$ cat config.mk
export PLATFORM = sky130hd
export DESIGN_NAME = picfg_top
export DESIGN_NICKNAME = d
export VERILOG_FILES = /design/src/picfg_pkg.sv /design/src/picfg_swap.sv /design/src/picfg_apb.sv /design/src/picfg_top.sv
export VERILOG_INCLUDE_DIRS = /design/src
export SDC_FILE = /design/constraint.sdc
export NUM_CORES = 1
export LEC_CHECK = 0
export BUFFER_PORTS_ARGS = -buffer_cell sky130_fd_sc_hd__buf_4
export CAP_MARGIN = 10
export CORE_MARGIN = 5
export CORE_UTILIZATION = 49
export DETAILED_ROUTE_END_ITERATION = 12
export GPL_ROUTABILITY_DRIVEN = 0
export PLACE_DENSITY = 0.83
export SETUP_SLACK_MARGIN = 0.2
export SYNTH_ARGS = -nofsm -noshare
export SYNTH_HDL_FRONTEND = slang
export SYNTH_SLANG_ARGS = --single-unit
$ cat constraint.sdc
create_clock -name pclk -period 2.4 [get_ports pclk]
set_input_delay 0.12 -clock pclk [delete_from_list [all_inputs] [get_ports pclk]]
set_output_delay 0.12 -clock pclk [all_outputs]
set_load 0.02 [all_outputs]
$ cat src/picfg_consts.svh
// Register offsets, field positions, reset values and timing of the config block
`ifndef PICFG_CONSTS_SVH
`define PICFG_CONSTS_SVH
`define PICFG_CFG_OFFSET 16'hd060
`define PICFG_ADDR_W 16
`define PICFG_BIT_SWAP_A 11
`define PICFG_BIT_SWAP_B 10
`define PICFG_BIT_SWAP_C 9
`define PICFG_BIT_SWAP_IO 8
`define PICFG_BIT_EN_A 7
`define PICFG_BIT_EN_B 6
`define PICFG_BIT_EN_C 5
`define PICFG_BIT_EN_IO 4
`define PICFG_BIT_RDERR 3
`define PICFG_CFG_MASK 32'h0000_0ff8
`define PICFG_RDERR_RESET 1'h1
`define PICFG_STRAP_LOAD 2'h2
`define PICFG_STRAP_DONE 2'h3
`define PICFG_SPACES 4
`define PICFG_SP_A 2'h0
`define PICFG_SP_B 2'h1
`define PICFG_SP_C 2'h2
`define PICFG_SP_IO 2'h3
`endif

$ cat src/picfg_pkg.sv
// Types shared by the initiator space configuration block
package picfg_pkg;
  // Decoded space of an internal bus request
  typedef enum logic [1:0] {
    PICFG_SPACE_A = 2'b00,
    PICFG_SPACE_B = 2'b01,
    PICFG_SPACE_C = 2'b10,
    PICFG_SPACE_IO = 2'b11
  } picfg_space_t;

  // Internal bus request towards the PCI initiator
  typedef struct packed {
    logic valid;
    logic write;
    picfg_space_t space;
    logic [31:0] addr;
    logic [31:0] wdata;
    logic [3:0] be;
  } picfg_req_t;

  // Outcome of one initiator cycle as seen by the internal bus
  typedef struct packed {
    logic done;
    logic bus_error;
    logic [31:0] rdata;
  } picfg_rsp_t;

  // PCI side status flags reported at the end of an initiator cycle
  typedef struct packed {
    logic direct_fatal_error_flag;
    logic direct_parity_error_flag;
    logic master_abort_received_flag;
    logic target_abort_received_flag;
    logic ready_wait_timeout_flag;
    logic retry_count_timeout_flag;
  } picfg_err_t;

  // Configuration fields held by the register
  typedef struct packed {
    logic [3:0] swap;
    logic [3:0] enable;
    logic read_error_bus_fault_select;
  } picfg_cfg_t;
endpackage

$ cat src/picfg_swap.sv
// Byte lane reversal of one 32-bit word and its byte enables
`timescale 1ns/1ps
module picfg_swap (
  input wire logic swap,
  input wire logic [31:0] din,
  input wire logic [3:0] be_in,
  output logic [31:0] dout,
  output logic [3:0] be_out
);
  import picfg_pkg::*;

  // Lane i maps to lane 3-i when swapping
  genvar i;
  generate
    for (i = 0; i < 4; i++) begin : g_lane
      assign dout[8*i +: 8] = swap ? din[8*(3-i) +: 8] : din[8*i +: 8];
      assign be_out[i] = swap ? be_in[3-i] : be_in[i];
    end
  endgenerate
endmodule

$ cat src/picfg_apb.sv
// APB slave front end holding the configuration register
`timescale 1ns/1ps
`include "picfg_consts.svh"
module picfg_apb (
  input wire logic pclk,
  input wire logic presetn,
  input wire logic ce,
  input wire logic big_endian,
  input wire logic pci_boot,
  input wire logic psel,
  input wire logic penable,
  input wire logic pwrite,
  input wire logic [15:0] paddr,
  input wire logic [31:0] pwdata,
  output logic [31:0] prdata,
  output logic pready,
  output logic pslverr,
  output picfg_pkg::picfg_cfg_t cfg
);
  import picfg_pkg::*;

  typedef struct packed {
    logic [1:0] settle;
    picfg_cfg_t cfg;
    logic [31:0] rdata;
  } picfg_apb_st_t;

  picfg_apb_st_t st_reg;
  picfg_apb_st_t st_next;
  logic hit;
  logic [31:0] cur;

  assign hit = (paddr == `PICFG_CFG_OFFSET);
  assign cfg = st_reg.cfg;
  assign prdata = st_reg.rdata;
  // Zero wait states; unmapped addresses answer with an error
  assign pready = 1'b1;
  assign pslverr = psel & penable & ~hit;

  // Register image, reserved bits read zero
  always_comb begin
    cur = 32'h0000_0000;
    cur[`PICFG_BIT_SWAP_A] = st_reg.cfg.swap[`PICFG_SP_A];
    cur[`PICFG_BIT_SWAP_B] = st_reg.cfg.swap[`PICFG_SP_B];
    cur[`PICFG_BIT_SWAP_C] = st_reg.cfg.swap[`PICFG_SP_C];
    cur[`PICFG_BIT_SWAP_IO] = st_reg.cfg.swap[`PICFG_SP_IO];
    cur[`PICFG_BIT_EN_A] = st_reg.cfg.enable[`PICFG_SP_A];
    cur[`PICFG_BIT_EN_B] = st_reg.cfg.enable[`PICFG_SP_B];
    cur[`PICFG_BIT_EN_C] = st_reg.cfg.enable[`PICFG_SP_C];
    cur[`PICFG_BIT_EN_IO] = st_reg.cfg.enable[`PICFG_SP_IO];
    cur[`PICFG_BIT_RDERR] = st_reg.cfg.read_error_bus_fault_select;
  end

  // Next state: strap load once synchronisers settle, then bus writes
  always_comb begin
    st_next = st_reg;
    // Reset clears the strap synchronisers, so their output is only
    // trustworthy two cycles after release; writes up to the strap load in the third cycle are lost
    if (st_reg.settle != `PICFG_STRAP_DONE) begin
      st_next.settle = st_reg.settle + 2'h1;
    end
    if (st_reg.settle == `PICFG_STRAP_LOAD) begin
      // strap defaults
      st_next.cfg.swap = {4{big_endian}};
      // boot default
      st_next.cfg.enable[`PICFG_SP_C] = pci_boot;
    end else if (st_reg.settle == `PICFG_STRAP_DONE && psel && penable &&
        hit && pwrite) begin
      // swap A written
      st_next.cfg.swap[`PICFG_SP_A] = pwdata[`PICFG_BIT_SWAP_A];
      // swap B written
      st_next.cfg.swap[`PICFG_SP_B] = pwdata[`PICFG_BIT_SWAP_B];
      // swap C written
      st_next.cfg.swap[`PICFG_SP_C] = pwdata[`PICFG_BIT_SWAP_C];
      // swap IO written
      st_next.cfg.swap[`PICFG_SP_IO] = pwdata[`PICFG_BIT_SWAP_IO];
      // enable A written
      st_next.cfg.enable[`PICFG_SP_A] = pwdata[`PICFG_BIT_EN_A];
      // enable B written
      st_next.cfg.enable[`PICFG_SP_B] = pwdata[`PICFG_BIT_EN_B];
      // enable C written
      st_next.cfg.enable[`PICFG_SP_C] = pwdata[`PICFG_BIT_EN_C];
      // enable IO written
      st_next.cfg.enable[`PICFG_SP_IO] = pwdata[`PICFG_BIT_EN_IO];
      // error response select
      st_next.cfg.read_error_bus_fault_select = pwdata[`PICFG_BIT_RDERR];
    end
    // Read data latched in setup so it is stable in the access phase
    if (psel && !penable) begin
      st_next.rdata = (hit && !pwrite) ? cur : 32'h0000_0000;
    end
  end

  // Constants only under reset; straps are caught three cycles after release
  always_ff @(posedge pclk or negedge presetn) begin
    if (!presetn) begin
      st_reg <= '0;
      st_reg.cfg.read_error_bus_fault_select <= `PICFG_RDERR_RESET;
    end else if (ce) begin
      st_reg <= st_next;
    end
  end
endmodule

$ cat src/picfg_top.sv
// Initiator space configuration: register, space gating, swap, error answer
//
// Behaviour
// Bit 11 set reverses bytes of transfers to memory space A.
// Bit 10 set reverses bytes of transfers to memory space B.
// Bit 9 set reverses bytes of transfers to memory space C.
// Bit 8 set reverses bytes of transfers to I/O space.
// Swap bits reset to the endian strap and are read/write.
// Clearing swap in big endian keeps 32-bit word order unchanged.
// Bit 7 enables memory space A; resets to 0.
// Bit 6 enables memory space B; resets to 0.
// Bit 5 enables memory space C; resets to 0, or 1 on PCI boot.
// Bit 4 enables I/O space; resets to 0.
// Bit 3 resets to 1 and selects the read error answer.
// At 1 a failing read ends in bus error, else invalid data.
// Covered errors: fatal, parity, master/target abort, two timeouts.
// Disabled spaces start no PCI initiator cycle.
`timescale 1ns/1ps
`include "picfg_consts.svh"
module picfg_top (
  input wire logic pclk,
  input wire logic presetn,
  input wire logic ce,
  input wire logic big_endian,
  input wire logic pci_boot,
  input wire logic psel,
  input wire logic penable,
  input wire logic pwrite,
  input wire logic [15:0] paddr,
  input wire logic [31:0] pwdata,
  output logic [31:0] prdata,
  output logic pready,
  output logic pslverr,
  input wire picfg_pkg::picfg_req_t ib_req,
  output logic ib_ready,
  output picfg_pkg::picfg_rsp_t ib_rsp,
  output picfg_pkg::picfg_req_t pci_req,
  input wire logic pci_ready,
  input wire logic pci_done,
  input wire logic [31:0] pci_rdata,
  input wire picfg_pkg::picfg_err_t pci_err
);
  import picfg_pkg::*;

  typedef enum logic [1:0] {
    PICFG_IDLE = 2'b00,
    PICFG_ISSUE = 2'b01,
    PICFG_WAIT = 2'b10,
    PICFG_ANSWER = 2'b11
  } picfg_state_t;

  typedef struct packed {
    logic [1:0] big_sync;
    logic [1:0] boot_sync;
    picfg_state_t state;
    picfg_req_t req;
    picfg_rsp_t rsp;
  } picfg_st_t;

  picfg_st_t st_reg;
  picfg_st_t st_next;
  picfg_cfg_t cfg;
  logic space_swap;
  logic space_en;
  logic [31:0] wdata_sw;
  logic [3:0] be_sw;
  logic [31:0] rdata_sw;
  logic any_err;

  // Straps come from pins, so they pass two flops first
  picfg_apb u_apb (
    .pclk(pclk),
    .presetn(presetn),
    .ce(ce),
    .big_endian(st_reg.big_sync[1]),
    .pci_boot(st_reg.boot_sync[1]),
    .psel(psel),
    .penable(penable),
    .pwrite(pwrite),
    .paddr(paddr),
    .pwdata(pwdata),
    .prdata(prdata),
    .pready(pready),
    .pslverr(pslverr),
    .cfg(cfg)
  );

  // Per-space selection of swap and enable
  // swap per space
  assign space_swap = cfg.swap[ib_req.space];
  // gate by enable
  assign space_en = cfg.enable[ib_req.space];

  // one reversal per word keeps a cleared space word-ordered
  picfg_swap u_wswap (
    .swap(space_swap),
    .din(ib_req.wdata),
    .be_in(ib_req.be),
    .dout(wdata_sw),
    .be_out(be_sw)
  );

  // returning data uses the swap of the captured space
  picfg_swap u_rswap (
    .swap(cfg.swap[st_reg.req.space]),
    .din(pci_rdata),
    .be_in(4'h0),
    .dout(rdata_sw),
    .be_out()
  );

  // any listed PCI or bridge error fails a read cycle; writes end without error
  assign any_err = |pci_err;

  assign ib_ready = (st_reg.state == PICFG_IDLE);
  assign pci_req = st_reg.req;
  assign ib_rsp = st_reg.rsp;

  // Request sequencer between internal bus and PCI initiator
  always_comb begin
    st_next = st_reg;
    st_next.big_sync = {st_reg.big_sync[0], big_endian};
    st_next.boot_sync = {st_reg.boot_sync[0], pci_boot};
    st_next.rsp.done = 1'b0;
    st_next.rsp.bus_error = 1'b0;
    case (st_reg.state)
      PICFG_IDLE: begin
        if (ib_req.valid) begin
          if (space_en) begin
            // only enabled spaces reach PCI
            st_next.req = ib_req;
            st_next.req.wdata = wdata_sw;
            st_next.req.be = be_sw;
            st_next.state = PICFG_ISSUE;
          end else begin
            // Disabled space: answer locally with a bus error
            st_next.rsp.done = 1'b1;
            st_next.rsp.bus_error = 1'b1;
            st_next.rsp.rdata = 32'h0000_0000;
            st_next.state = PICFG_ANSWER;
          end
        end
      end
      PICFG_ISSUE: begin
        if (pci_ready) begin
          st_next.req.valid = 1'b0;
          st_next.state = PICFG_WAIT;
        end
      end
      PICFG_WAIT: begin
        if (pci_done) begin
          st_next.rsp.done = 1'b1;
          st_next.rsp.rdata = rdata_sw;
          // error answer on reads per select bit
          if (any_err && !st_reg.req.write) begin
            st_next.rsp.bus_error = cfg.read_error_bus_fault_select;
          end
          st_next.state = PICFG_ANSWER;
        end
      end
      PICFG_ANSWER: begin
        // One-cycle gap keeps the done pulse single
        st_next.state = PICFG_IDLE;
      end
      default: begin
        st_next.state = PICFG_IDLE;
      end
    endcase
  end

  // State register, frozen while the clock enable is low
  always_ff @(posedge pclk or negedge presetn) begin
    if (!presetn) begin
      st_reg <= '0;
    end else if (ce) begin
      st_reg <= st_next;
    end
  end
endmodule

After elaboration in Yosys (flattened, before gate mapping)
Index checks and enable logic that the tools add are counted.
{"block": "op_classes", "n_addsub": 1, "n_lt_le_gt_ge": 2, "n_eq_ne": 12, "mux": 33, "bitwise_logic": 4, "reduce_logical": 23}
{"operator": "108-bit 2-to-1 mux", "n": 1}
{"operator": "72-bit 2-to-1 mux", "n": 1}
{"operator": "34-bit 2-to-1 mux", "n": 2}
{"operator": "34-bit one-hot mux with 2 select lines", "n": 1}
{"operator": "8-bit 2-to-1 mux", "n": 8}
{"operator": "16-bit == test, second input constant", "n": 1}
{"operator": "12-bit 2-to-1 mux", "n": 1}
{"operator": "2-bit inequality test, second input constant", "n": 5}
{"operator": "5-bit AND reduction", "n": 2}
{"operator": "1-bit 2-to-1 mux", "n": 9}
{"operator": "9-bit 2-to-1 mux", "n": 1}
{"operator": "2-bit == test, second input constant", "n": 4}
{"operator": "2-bit one-hot mux with 4 select lines", "n": 1}
{"operator": "4-bit AND reduction", "n": 2}
{"operator": "1-bit logical AND", "n": 7}
{"operator": "1-bit binary-select mux with 2-bit select", "n": 3}
{"operator": "2-bit by 3-bit < comparator with 1-bit output, second input constant", "n": 2}
{"operator": "2-bit AND reduction", "n": 3}
{"operator": "2-bit nonzero test", "n": 3}
{"operator": "6-bit OR reduction", "n": 1}
{"operator": "2-bit 2-to-1 mux", "n": 2}
{"operator": "4-bit 2-to-1 mux", "n": 1}
{"operator": "1-bit logical NOT", "n": 3}
{"operator": "3-bit 2-to-1 mux", "n": 1}
{"operator": "other kinds (8)", "n": 10}
{"block": "word_totals", "register_bits": 155, "in_bits": 168, "wordCells": 93}

Longest topological paths before layout
Gate-level depths: netlist of run 1.
{"block": "depth", "word_depth": 7, "depth_mapped": 8, "ltp_nobuf": 6}

By module
Synthesis of run 1 repeated with hierarchy kept, for this count alone.
{"block": "hier_totals", "hier_cells": 633, "area_unflattened_um2": 8086.5}
{"module": "picfg_top", "instances": 1, "cells_per_inst": 423, "area_each_um2": 5577.8}
{"module": "picfg_apb", "instances": 1, "cells_per_inst": 130, "area_each_um2": 1330.0}
{"module": "picfg_swap", "instances": 2, "cells_per_inst": 40, "area_each_um2": 589.3}

Least setup slack after synthesis of run 1
Ideal clock, no wire load.
{"block": "synth_path", "path_type": "register -> register", "start": "register st_reg[106] (netlist name)", "end": "register st_reg, in the netlist ib_rsp[24]", "setup_ps": 125, "arrival_ps": 1835, "setup_slack_ps": 440, "path_stages_with_launch": 8, "n_path_buf": 1, "synth_period_minus_slack_ps": 1960, "path_cell_list": "dfrtp_1 > inv_1 > ha_1 > and2_1 > nand3_1 > o21ai_4 > buf_8 > mux2_2"}
{"block": "synth_between", "elab_chain_len": 3, "word_cells_on_any_way": 8, "classes_between": "4 x eq/ne; 1 x mux; 3 x reduce/logical"}
{"item": "start, declared", "line": "picfg_top.sv:60", "source": "picfg_st_t st_reg;"}
{"item": "start signal, assigned", "line": "picfg_top.sv:176", "source": "st_reg <= st_next;"}
{"item": "2-bit logical NOT (*)"}
{"item": "named net ib_ready", "line": "picfg_top.sv:35", "source": "output logic ib_ready,"}
{"item": "2-bit inequality test (no source line) or 2-bit nonzero test (tied branches)"}
{"item": "5-bit AND reduction (no source line)"}
Mark *: on every way through the listed nets, which the timed path passes. The rest lies on a longest branch.
A chain may end at the register's enable or synchronous reset.

Final worst setup path of run 1
{"block": "layout_path", "start": "register st_reg[106] (netlist name)", "end": "register st_reg, in the netlist ib_rsp[3]"}
{"block": "layout_between", "elab_chain_len": 3, "word_cells_on_any_way": 8, "classes_between": "4 x eq/ne; 1 x mux; 3 x reduce/logical"}
{"item": "2-bit == test or 2-bit logical NOT (tied branches)", "line": "picfg_top.sv:126", "source": "case (st_reg.state)"}
{"item": "2-bit inequality test (no source line) or 2-bit nonzero test (tied branches)"}
{"item": "5-bit AND reduction (no source line)"}
Parallel ways exist; a longest one is shown, timed or not.

==> results of run 1 <==
==> power by group through the flow <==
stage,clock (mW),sequential [mW],combinational (mW)
4_1_cts,3.01,3.62,5.09
3_5_place_dp,0,3.64,5.01
3_3_place_gp,0,3.60,4.91
6_report,2.96,3.62,5.06
2_1_floorplan,0,3.48,4.37
5_1_grt,3.12,3.74,5.43
==> per-layer routing <==
metal  part of all wire (%)  vias to the layer above  track usage, %
met2                     52                      207            34.3
met5                      0                        -               0
met3                    7.1                       46            6.76
li1                       -                     2440               -
met1                     37                     2542            22.9
met4                    3.4                        0            8.46
==> cell type report <==
class                      instances  area (µm²)  share of cell area (%)
sequential                       132        3300                    34.6
multi-input combinational        360        2770                    29.0
timing repair buffer             316        2540                    26.6
clock buffer                      17         425                    4.45
clock inverter                    15         254                    2.66
tap                              184         230                    2.41
inverter                           8        30.0                   0.314
antenna                            1        2.50                  0.0262
==> cells in the final DEF (no fill, tap or decap), drive strengths merged, types with 7 or more instances in the layout <==
cell / n
mux2: 77
dfrtp: 131
clkbuf: 17
conb: 24
buf: 270
mux2i: 68
nand2: 43
inv: 9
a22o: 9
clkinv: 7
dlygate4sd3: 46
nor2: 38
o21ai: 45
==> Yosys cell counts, drive strengths merged (4+ instances only) <==
| cell type | count | share of area, % |
|---|---|---|
| a211oi | 4 | 0.41 |
| a22o | 9 | 1.1 |
| buf | 159 | 17 |
| clkbuf | 8 | 0.41 |
| dfrtp | 131 | 45 |
| ha | 6 | 1.0 |
| inv | 8 | 0.41 |
| mux2 | 77 | 12 |
| mux2i | 68 | 9.4 |
| nand2 | 43 | 2.2 |
| nand2b | 5 | 0.43 |
| nor2 | 38 | 2.0 |
| nor3 | 5 | 0.57 |
| o21ai | 45 | 3.3 |
==> kinds of logic (layout without fill, tap and decap cells) <==
group | Yosys count | in the layout | share of synthesized area (%)
compound gates | 66 | 66 | 5.53
xor+xnor | 1 | 1 | 0.121
fa+ha+maj | 6 | 6 | 1.03
buf+inv | 175 | 356 | 17.5
flops | 132 | 132 | 45.5
mux | 148 | 148 | 22.6
other cells | 2 | 25 | 0.103
simple gates | 115 | 115 | 7.58
==> repair_timing <==
| action | in CTS | in global routing |
|---|---|---|
| hold buffers | 46 | 0 |
| setup endpoints to repair | 0 | 32 |
| resized for setup | 0 | 1 |
| endpoints found under the hold margin | 175 | 0 |
==> final timing paths <==
path | startpoint | to | slack, ps | depth (start not counted)
setup / recovery | st_reg[106] | ib_rsp[3] | 360 | 7
hold / removal | ib_req[21] | pci_req[21] | 10 | 3
setup reg to reg | st_reg[106] | ib_rsp[3] | 360 | 7
hold reg to reg | pci_req[19] | pci_req[19] | 480 | 2
max in group asynchronous | presetn | ib_rsp[26] | 1460 | 3
min in group asynchronous | presetn | st_next[111] | 310 | 3
==> metrics by stage <==
stage | setup slack [ps] | hold WS (ps) | power (mW)
after floorplan | 440 | -176 | 7.84
after global placement | 309 | 300 | 8.51
after detailed placement | 268 | 295 | 8.66
after CTS | 242 | 0.533 | 11.7
after global routing | 222 | 2.88 | 12.3
final | 363 | 13.2 | 11.6
==> worst max-delay path: cells and delay by family, from the launching register on <==
| family | cells | cell delay, ps |
|---|---|---|
| AOI/OAI and AO/OA | 1 | 170 |
| adders and majority gates | 1 | 210 |
| buffers and inverters | 2 | 340 |
| DFF | 1 | 390 |
| muxes | 1 | 370 |
| and+or+nand+nor | 2 | 420 |
==> metrics.yaml, run 1 <==
portBuffers: 261
syn2layout_area_growth_pct: 31.7
slowest_stage: "dfrtp_1"
finalHoldViolCount: 0
period_needed_ps: 2040
gr-total-overflow: 0
setup_tns_ps: 0
switching_share_pct: 36.0
dp_cells: 954
grt_pass1_vias: 5542
clk_pin_slew_worst_paths_ps: 60
drv_slew: 0
maxCapViolCount: 0
rsz0062_at_grt: "no"
setup_viol: 0
finalWirelength_mm: 17.6
p_seq_share_pct: 31.1
tightest_slew_ps: 766
crit_chain: "inv_1 -> ha_1 -> and2_1 -> nand3_1 -> o21ai_4 -> buf_12 -> mux2_2"
max_stage_delay_ps: 390
htreeDepth: 4
clkLatencyLatePin_ps: 410
finClkSkew_ps: 8.72
vdd_drop_max_v: 0.000734
yosysWarnings: 0
cp-start-kind: "register"
cts_sinks: 132
cts_buffers: 17
power_switching_mw: 4.19
seq_area_frac_synth_pct: 45.5
instances_no_fill: 1033
dpl_cell_area_mm2: 0.00841
hold_path_class: "primary input to register"
final_area_mm2: 0.00956
syn_area_per_cell_um2: 11.3
hpwlAfterDp_mm: 12.1
critical_path_class: "register to register"
cts_buffer_depth: 2
firstDrtPassIters: 5
worst-path-max-fanout: 32
start_util_pct: 50.0
period_share_pct: 84.9
worstSetupEndpointType: "register"
power_frac_comb_pct: 43.5
postCtsSetupRepairBufs: 0
fillers: 1106
drt-vias-per-instance: 5.07
clock.fmax_ghz: 0.491
dieArea_mm2: 0.0174
async_reset_ff_share_pct: 100
arrival_ps: 2330
syn_area_mm2: 0.00726
p_int_mw: 7.45
final_util_pct: 65.8
cellPowerDensity_mw_per_mm2: 1220
synthCells: 645
vias: 5235
route.detailed.drc: 0
core_region_area_mm2: 0.0145
ios: 309
die_w_um: 132
root_buffer: "clkbuf_16"
drive_above_1_share_pct: 45.8
largest_reg_flops: 72
ant_nets: 0
grt_first_pass_wirelength_mm: 28.5
die_h_um: 132
clkPwrFrac_pct: 25.4
status: "completed"
grt_use_total_pct: 20.0
slew-limit-headroom_pct: 48.9
leakage_nw: 4.77
cts_tree: "built"
synth_enable_flop_cells: 0
grt_max_degree: 133
placementRows: 44
antenna_found_initial: 1
avgRoutedWirePerCell_um: 17.1
synth-seq-cells: 132
drt_iter0_drc: 230
ys.flop_type: "dfrtp_1"
num-nets-final: 1009
crit_required_ps: 2690
yosys.cell_types.count: 46
(Power assumes the default switching activity.)
==> inputs of run 2 (changes only) <==
--- a/config.mk
+++ b/config.mk
@@ -6,13 +6,14 @@
 export SDC_FILE = /design/constraint.sdc
 export NUM_CORES = 1
 export LEC_CHECK = 0
+export ABC_AREA = 1
 export BUFFER_PORTS_ARGS = -buffer_cell sky130_fd_sc_hd__buf_4
 export CAP_MARGIN = 10
 export CORE_MARGIN = 5
-export CORE_UTILIZATION = 49
+export CORE_UTILIZATION = 44
 export DETAILED_ROUTE_END_ITERATION = 12
 export GPL_ROUTABILITY_DRIVEN = 0
-export PLACE_DENSITY = 0.83
+export PLACE_DENSITY = 0.78
 export SETUP_SLACK_MARGIN = 0.2
 export SYNTH_ARGS = -nofsm -noshare
 export SYNTH_HDL_FRONTEND = slang
==> constraint.sdc (replaced) <==
create_clock -name pclk -period 1.86 [get_ports pclk]
set_input_delay 0.093 -clock pclk [delete_from_list [all_inputs] [get_ports pclk]]
set_output_delay 0.093 -clock pclk [all_outputs]
set_load 0.02 [all_outputs]
==> run 2 against run 1 <==
Synthesized cell count grew 55%. Core utilization shrank 3.4 points. Sequential share of layout area shrank 3.7 points. Hold slack worse by 8.7 ps. Sequential power rose by 30%. Maximum frequency up 16%. Sequential cell count unchanged. Register-to-register slack worse by 270 ps. Worst setup slack worse by 270 ps. Critical endpoint is now ib_rsp[2].
==> metrics.yaml, run 2 <==
status: "completed"  # unchanged
antenna_found_initial: 0  # was 1
syn_area_per_cell_um2: 7.65  # was 11.3 µm²
drv_slew: 0  # unchanged
cts_buffers: 17  # unchanged
power_frac_comb_pct: 48.1  # was 43.5%
core_region_area_mm2: 0.0172  # was 0.0145 mm²
critical_path_class: "register to register"  # unchanged
final_cell_mix: "nand2_1, buf_4, dfrtp_1, inv_1, nand3_1"  # was buf_4, dfrtp_1, mux2_2, mux2i_1, dlygate4sd3_1
critPathBufInv: 5  # was 2
max_stage_delay_ps: 390  # about the same
async_reset_ff_share_pct: 100  # unchanged
avgRoutedWirePerCell_um: 15.9  # was 17.1 µm
synth_xor_area_share_pct: 0.115  # was 0.121%
finalWirelength_mm: 23.3  # was 17.6 mm
yosys.area_share.simple_pct: 26.0  # was 7.58%
reg2reg_to: "ib_rsp[2]"  # was ib_rsp[3]
synthTopCellsByCount: "nand2_1, buf_4, dfrtp_1"  # was buf_4, dfrtp_1, mux2_2
ios: 309  # unchanged
leakage_nw: 5.71  # was 4.77 nW
clkLatencyLatePin_ps: 420  # was 410 ps
synth_compound_area_share_pct: 8.15  # was 5.53%
htreeDepth: 4  # unchanged
dieArea_mm2: 0.0201  # was 0.0174 mm²
largest_reg_flops: 72  # unchanged
vias: 7019  # was 5,235
setup_tns_ps: 0  # unchanged
placementRows: 48  # was 44
slowest_stage: "dfrtp_1"  # unchanged
synthTopCellsByArea: "dfrtp_1, nand2_1, buf_4"  # was dfrtp_1, buf_4, mux2_2
p_total_mw: 15.9  # was 11.6 mW
crit_required_ps: 2200  # was 2690 ps
die_w_um: 142  # was 132 µm
wl_met3_mm: 1.67  # was 1.25 mm
start_util_pct: 44.4  # was 50.0%
layout_setup_ws_ps: 96.7  # was 363 ps
gr-total-overflow: 0  # unchanged
wl_met2_mm: 11.7  # was 9.25 mm
synthAdderAreaFrac_pct: 0.984  # was 1.03%
setup_viol: 0  # unchanged
tightest_slew_ps: 526  # was 766 ps
endpoint: "ib_rsp[2]"  # was ib_rsp[3]
worst-path-max-fanout: 5  # was 32
drt_iter0_drc: 457  # was 230
syn_area_mm2: 0.00763  # was 0.00726 mm²
clk_pin_slew_worst_paths_ps: 70  # was 60 ps
syn2layout_area_growth_pct: 40.4  # was 31.7%
portBuffers: 261  # unchanged
route.detailed.drc: 0  # unchanged
clock.fmax_ghz: 0.567  # was 0.491 GHz
clkPwrFrac_pct: 22.3  # was 25.4%
synth_top_family_by_area: "simple AND/OR/NAND/NOR gates"  # was multiplexers
period_needed_ps: 1760  # was 2040 ps
worstSetupEndpointType: "register"  # unchanged
finClkSkew_ps: 12.4  # was 8.72 ps
critPathMostFrequentCell: "buf_12"
maxCapViolCount: 0  # unchanged
ant_nets: 0  # unchanged
arrival_ps: 2100  # was 2330 ps
holdPathStages: 2  # was 3
n_antenna_cell: 0  # was 1
ys.flop_type: "dfrtp_1"  # unchanged
instances_no_fill: 1459  # was 1,033
cellPowerDensity_mw_per_mm2: 1480  # was 1220 mW/mm²
timing.rr.start: "st_reg[106]"  # unchanged
firstDrtPassIters: 5  # unchanged
period_share_pct: 94.8  # was 84.9%
path_delay_family: "simple AND/OR/NAND/NOR gates"  # unchanged
synthCells: 997  # was 645
grt_first_pass_wirelength_mm: 34.1  # was 28.5 mm
slew-limit-headroom_pct: 64.9  # was 48.9%
finalHoldViolCount: 0  # unchanged
place_ws_ps: 110  # was 268 ps
synth_area_leader_cell: "dfrtp_1"  # unchanged
highest_layer: "met4"  # unchanged
cts_buffer_depth: 2  # unchanged
synth_mux_area_share_pct: 0  # was 22.6%
seq_area_frac_synth_pct: 43.3  # was 45.5%
hold_path_class: "primary input to register"  # unchanged
root_buffer: "clkbuf_16"  # unchanged
drive_above_1_share_pct: 32.7  # was 45.8%
p_int_mw: 9.42  # was 7.45 mW
ff2ff_path_depth: 11  # was 7
drt-vias-per-instance: 4.81  # was 5.07
rsz0062_at_grt: "yes"  # was no
switching_share_pct: 40.8  # was 36.0%
yosys.cell_types.count: 34  # was 46
cp-start-kind: "register"  # unchanged
synth_top_cell_area_share_pct: 43.0  # was 45.1%
p_seq_share_pct: 29.6  # was 31.1%
grt_use_total_pct: 21.4  # was 20.0%
die_h_um: 142  # was 132 µm
synth_enable_flop_cells: 0  # unchanged
cp_num_cells: 11  # was 7
final_common_cell: "nand2_1"  # was buf_4
grt_pass1_vias: 6900  # was 5,542
dp_cells: 1342  # was 954
hpwlAfterDp_mm: 14.8  # was 12.1 mm
vdd_drop_max_v: 0.000707  # was 0.000734 V
critPathLaunch: "st_reg[106]"  # unchanged
cts_tree: "built"  # unchanged
cts_sinks: 132  # unchanged
final_util_pct: 62.3  # was 65.8%
synth.most_common_cell: "nand2_1"  # was buf_4
grt_max_degree: 73  # was 133
fillers: 1401  # was 1,106
crit_chain: "inv_2 -> ha_4 -> inv_4 -> or2_4 -> nand2_2 -> nand3b_4 -> buf_12 -> buf_12 -> buf_6 -> nand2_1 -> o21ai_1"  # was inv_1 -> ha_1 -> and2_1 -> nand3_1 -> o21ai_4 -> buf_12 -> mux2_2
synth-seq-cells: 132  # unchanged
power_switching_mw: 6.48  # was 4.19 mW
yosysWarnings: 0  # unchanged
rrSetupSlack_ps: 100  # was 360 ps
num-nets-final: 1395  # was 1,009
wl_met1_mm: 9.11  # was 6.54 mm
[run 2: cell type report]
| cell class | count | area, µm² | share of cell area [%] |
|---|---|---|---|
| Clock buffer | 17 | 425 | 3.97 |
| Clock inverter | 15 | 195 | 1.82 |
| Inverter | 82 | 310 | 2.90 |
| Multi-Input combinational cell | 625 | 2980 | 27.8 |
| Sequential cell | 132 | 3300 | 30.9 |
| Tap cell | 225 | 282 | 2.63 |
| Timing Repair Buffer | 363 | 3210 | 30.0 |
[run 2: stage by stage]
stage          hold WS [ps]  area, µm²
4_1_cts                1.31      10300
2_1_floorplan          -203       7710
6_report               4.46      10700
5_1_grt                25.2      10700
3_5_place_dp           99.5       8850
3_3_place_gp           96.5       8850
[run 2: what timing repair did]
item / CTS / global route
gates cloned: 2 / 9
buffers inserted: 11 / 6
gates resized for setup: 14 / 54
pin swaps: 4 / 12
endpoints found under the hold margin: 109 / 0
hold buffers: 59 / 0
endpoints found under the setup margin: 94 / 113
[run 2: worst min-delay path by stage]
| stage | start | slack [ps] | end |
|---|---|---|---|
| 2_1_floorplan | presetn | -200 | ib_rsp[0] |
| 3_3_place_gp | presetn | 100 | pci_req[61] |
| 3_5_place_dp | presetn | 100 | pci_req[61] |
| 4_1_cts | ib_req[18] | 1 | pci_req[26] |
| 5_1_grt | ib_req[16] | 30 | pci_req[24] |
| 6_report | ce | 4 | st_next[109] |
[run 2: kinds of logic after synthesis]
group | count (synthesis)
AND/OR/NAND/NOR | 474
buffers and inverters | 262
flip-flops | 132
AO/OA/AOI/OAI | 120
adder cells (fa/ha/maj) | 6
other | 2
XOR/XNOR | 1
[run 2: routing by layer]
metal  vias up  track usage (%)
li1       3421                -
met1      3254             25.2
met2       290             37.0
met3        54             5.56
met4         0             8.69
met5         -                0
[run 2: power by group through the flow]
stage | sequential (mW) | clock (mW) | combinational, mW
floorplan | 4.44 | 0 | 5.27
global placement | 4.61 | 0 | 6.28
detailed placement | 4.65 | 0 | 6.41
CTS | 4.62 | 3.63 | 7.05
global route | 4.85 | 3.76 | 8.26
finish | 4.71 | 3.55 | 7.64
==> inputs of run 3 (changes only) <==
==> constraint.sdc (replaced) <==
create_clock -name pclk -period 1.86 [get_ports pclk]
set_input_delay 0 -clock pclk [delete_from_list [all_inputs] [get_ports pclk]]
set_output_delay 0 -clock pclk [all_outputs]
set_load 0.02 [all_outputs]
==> run 3 against run 2 <==
The run now ends with hold timing left. Sequential power barely moved. Clock power fell by 7.3%. Total power fell by 2.9%. Die area did not move. Global-route usage rose by 0.65 points. Count of clock-buffer cells in the layout rose by 3. Cell count rose by 3.9%. Register-to-register slack improved by 60 ps. Non-clock buffer count rose by 56. Core utilization rose by 2.2 points. Sequential share of layout area fell by 1.1 points. Critical path type unchanged. Critical endpoint is now ib_rsp[23].
==> metrics.yaml, run 3 (same netlist as run 2, synthesis figures left out) <==
status: "finished with violations"  # was completed
violations: "hold timing"
num-nets-final: 1451  # was 1,395
finClkSkew_ps: 11.0  # was 12.4 ps
htreeDepth: 4  # unchanged
hpwlAfterDp_mm: 14.6  # was 14.8 mm
layout_setup_ws_ps: 153  # was 96.7 ps
ant_nets: 0  # unchanged
p_int_mw: 9.14  # was 9.42 mW
rsz0062_at_grt: "yes"  # unchanged
arrival_ps: 2000  # was 2100 ps
largest_reg_flops: 72  # unchanged
finalWirelength_mm: 24.7  # was 23.3 mm
drv_slew: 0  # unchanged
antenna_found_initial: 0  # unchanged
setup_tns_ps: 0  # unchanged
final_cell_mix: "nand2_1, buf_4, dfrtp_1, dlygate4sd3_1"  # was nand2_1, buf_4, dfrtp_1, inv_1, nand3_1
multi_input_comb_area_mm2: 0.00288  # was 0.00298 mm²
max_stage_delay_ps: 390  # about the same
root_buffer: "clkbuf_16"  # unchanged
drive_above_1_share_pct: 29.2  # was 32.7%
worst-path-max-fanout: 6  # was 5
syn2layout_area_growth_pct: 45.4  # was 40.4%
start_util_pct: 44.4  # unchanged
cellPowerDensity_mw_per_mm2: 1390  # was 1480 mW/mm²
crit_chain: "inv_2 -> buf_6 -> ha_4 -> inv_4 -> a21oi_4 -> nand3b_4 -> buf_6 -> clkbuf_16 -> nand2_2 -> o21ai_1"  # was inv_2 -> ha_4 -> inv_4 -> or2_4 -> nand2_2 -> nand3b_4 -> buf_12 -> buf_12 -> buf_6 -> nand2_1 -> o21ai_1
vias: 7388  # was 7,019
place_ws_ps: 82.8  # was 110 ps
avgRoutedWirePerCell_um: 16.3  # was 15.9 µm
grt_use_total_pct: 22.0  # was 21.4%
die_w_um: 142  # unchanged
maxCapViolCount: 0  # unchanged
whs_ps: -88.8  # was 4.46 ps
ios: 309  # unchanged
drt-vias-per-instance: 4.87  # was 4.81
core_region_area_mm2: 0.0172  # unchanged
critPathBufInv: 5  # unchanged
power_switching_mw: 6.30  # was 6.48 mW
power_frac_comb_pct: 48.2  # was 48.1%
cts_buffers: 17  # unchanged
path_delay_family: "buffers and inverters"  # was simple AND/OR/NAND/NOR gates
firstDrtPassIters: 5  # unchanged
critPathMostFrequentCell: "buf_6"  # was buf_12
final_area_mm2: 0.0111  # was 0.0107 mm²
ff_latch_area_mm2: 0.00330  # unchanged
finalHoldViolCount: 1  # was 0
worstSetupEndpointType: "register"  # unchanged
cts_sinks: 132  # unchanged
cp-start-kind: "register"  # unchanged
gr-total-overflow: 0  # unchanged
crit_required_ps: 2150  # was 2200 ps
clk_pin_slew_worst_paths_ps: 60  # was 70 ps
die_h_um: 142  # unchanged
period_share_pct: 91.8  # was 94.8%
switching_share_pct: 40.8  # about the same
leakage_nw: 5.87  # was 5.71 nW
grt_first_pass_wirelength_mm: 35.5  # was 34.1 mm
dpl_cell_area_mm2: 0.00885  # about the same
final_common_cell: "nand2_1"  # unchanged
period_needed_ps: 1710  # was 1760 ps
cts_tree: "built"  # unchanged
fillers: 1318  # was 1,401
slowest_stage: "dfrtp_1"  # unchanged
portBuffers: 261  # unchanged
clock.fmax_ghz: 0.586  # was 0.567 GHz
clkLatencyLatePin_ps: 410  # was 420 ps
dieArea_mm2: 0.0201  # unchanged
vdd_drop_max_v: 0.000740  # was 0.000707 V
p_seq_share_pct: 30.5  # was 29.6%
clkPwrFrac_pct: 21.3  # was 22.3%
route.detailed.drc: 0  # unchanged
hold_path_class: "primary input to register"  # unchanged
grt_pass1_vias: 7204  # was 6,900
critical_path_class: "register to register"  # unchanged
setup_viol: 0  # unchanged
drt_iter0_drc: 550  # was 457
grt_max_degree: 81  # was 73
cts_buffer_depth: 2  # unchanged
placementRows: 48  # unchanged
[run 3: changes by cell type in the layout (fill, tap and decap cells not counted), moves of 3 or more]
cell           before  now
clkinv_2            0    4
dlygate4sd3_1      57  114
inv_6               5    2
nand2_1           332  344
nand2_2            18   10
nand2_4             8    4
o21ai_1            34   45
o21ai_2            20    8
[run 3: timing repair]
item / in CTS / in global routing
cloned: 1 / 8
gates resized for setup: 5 / 35
endpoints found under the setup margin: 28 / 89
buffers inserted: 10 / 11
hold endpoints to repair: 254 / 0
pin swaps: 2 / 6
hold buffers: 116 / 0
[run 3: path summary, 6_finish.rpt]
path | depth (start not counted) | slack, ps | from | end
setup / recovery | 10 | 150 | st_reg[106] | ib_rsp[23]
setup reg to reg | 10 | 150 | st_reg[106] | ib_rsp[23]
hold / removal | 2 | -90 | ce | st_next[111]
min in group asynchronous | 2 | 70 | presetn | pci_req[63]
max in group asynchronous | 3 | 1150 | presetn | u_apb.cfg[3]
hold reg to reg | 2 | 480 | pci_req[58] | pci_req[58]
[run 3: layout make-up]
class,count,share of cell area [%]
Clock inverter,12,1.16
Timing Repair Buffer,419,33.7
Inverter,82,2.80
Sequential cell,132,29.8
Antenna cell,1,0.0226
Clock buffer,20,4.03
Tap cell,225,2.54
Multi-Input combinational cell,625,25.9
[run 3: per-layer routing]
metal  wire length [µm]  vias up  track usage, %
met5                  0        -               0
met3               1750       60            4.75
li1                   -     3524               -
met1               9520     3452            25.6
met4                774        0            10.2
met2              12600      352            38.6
[run 3: power groups by stage]
stage / Clock, mW / Combinational [mW] / Sequential [mW]
after floorplan: 0 / 5.27 / 4.44
after global placement: 0 / 6.29 / 4.62
after detailed placement: 0 / 6.43 / 4.66
after CTS: 3.35 / 6.91 / 4.63
after global routing: 3.47 / 7.98 / 4.84
final: 3.29 / 7.44 / 4.70
[run 3: stage by stage]
stage | power (mW) | utilization, % | std cells
final | 15.4 | 64.6 | 1516
after global routing | 16.3 | 64.6 | 1515
after CTS | 14.9 | 62.4 | 1498
after detailed placement | 11.1 | 51.5 | 1339
after global placement | 10.9 | 51.5 | 1339
after floorplan | 9.72 | - | 1019
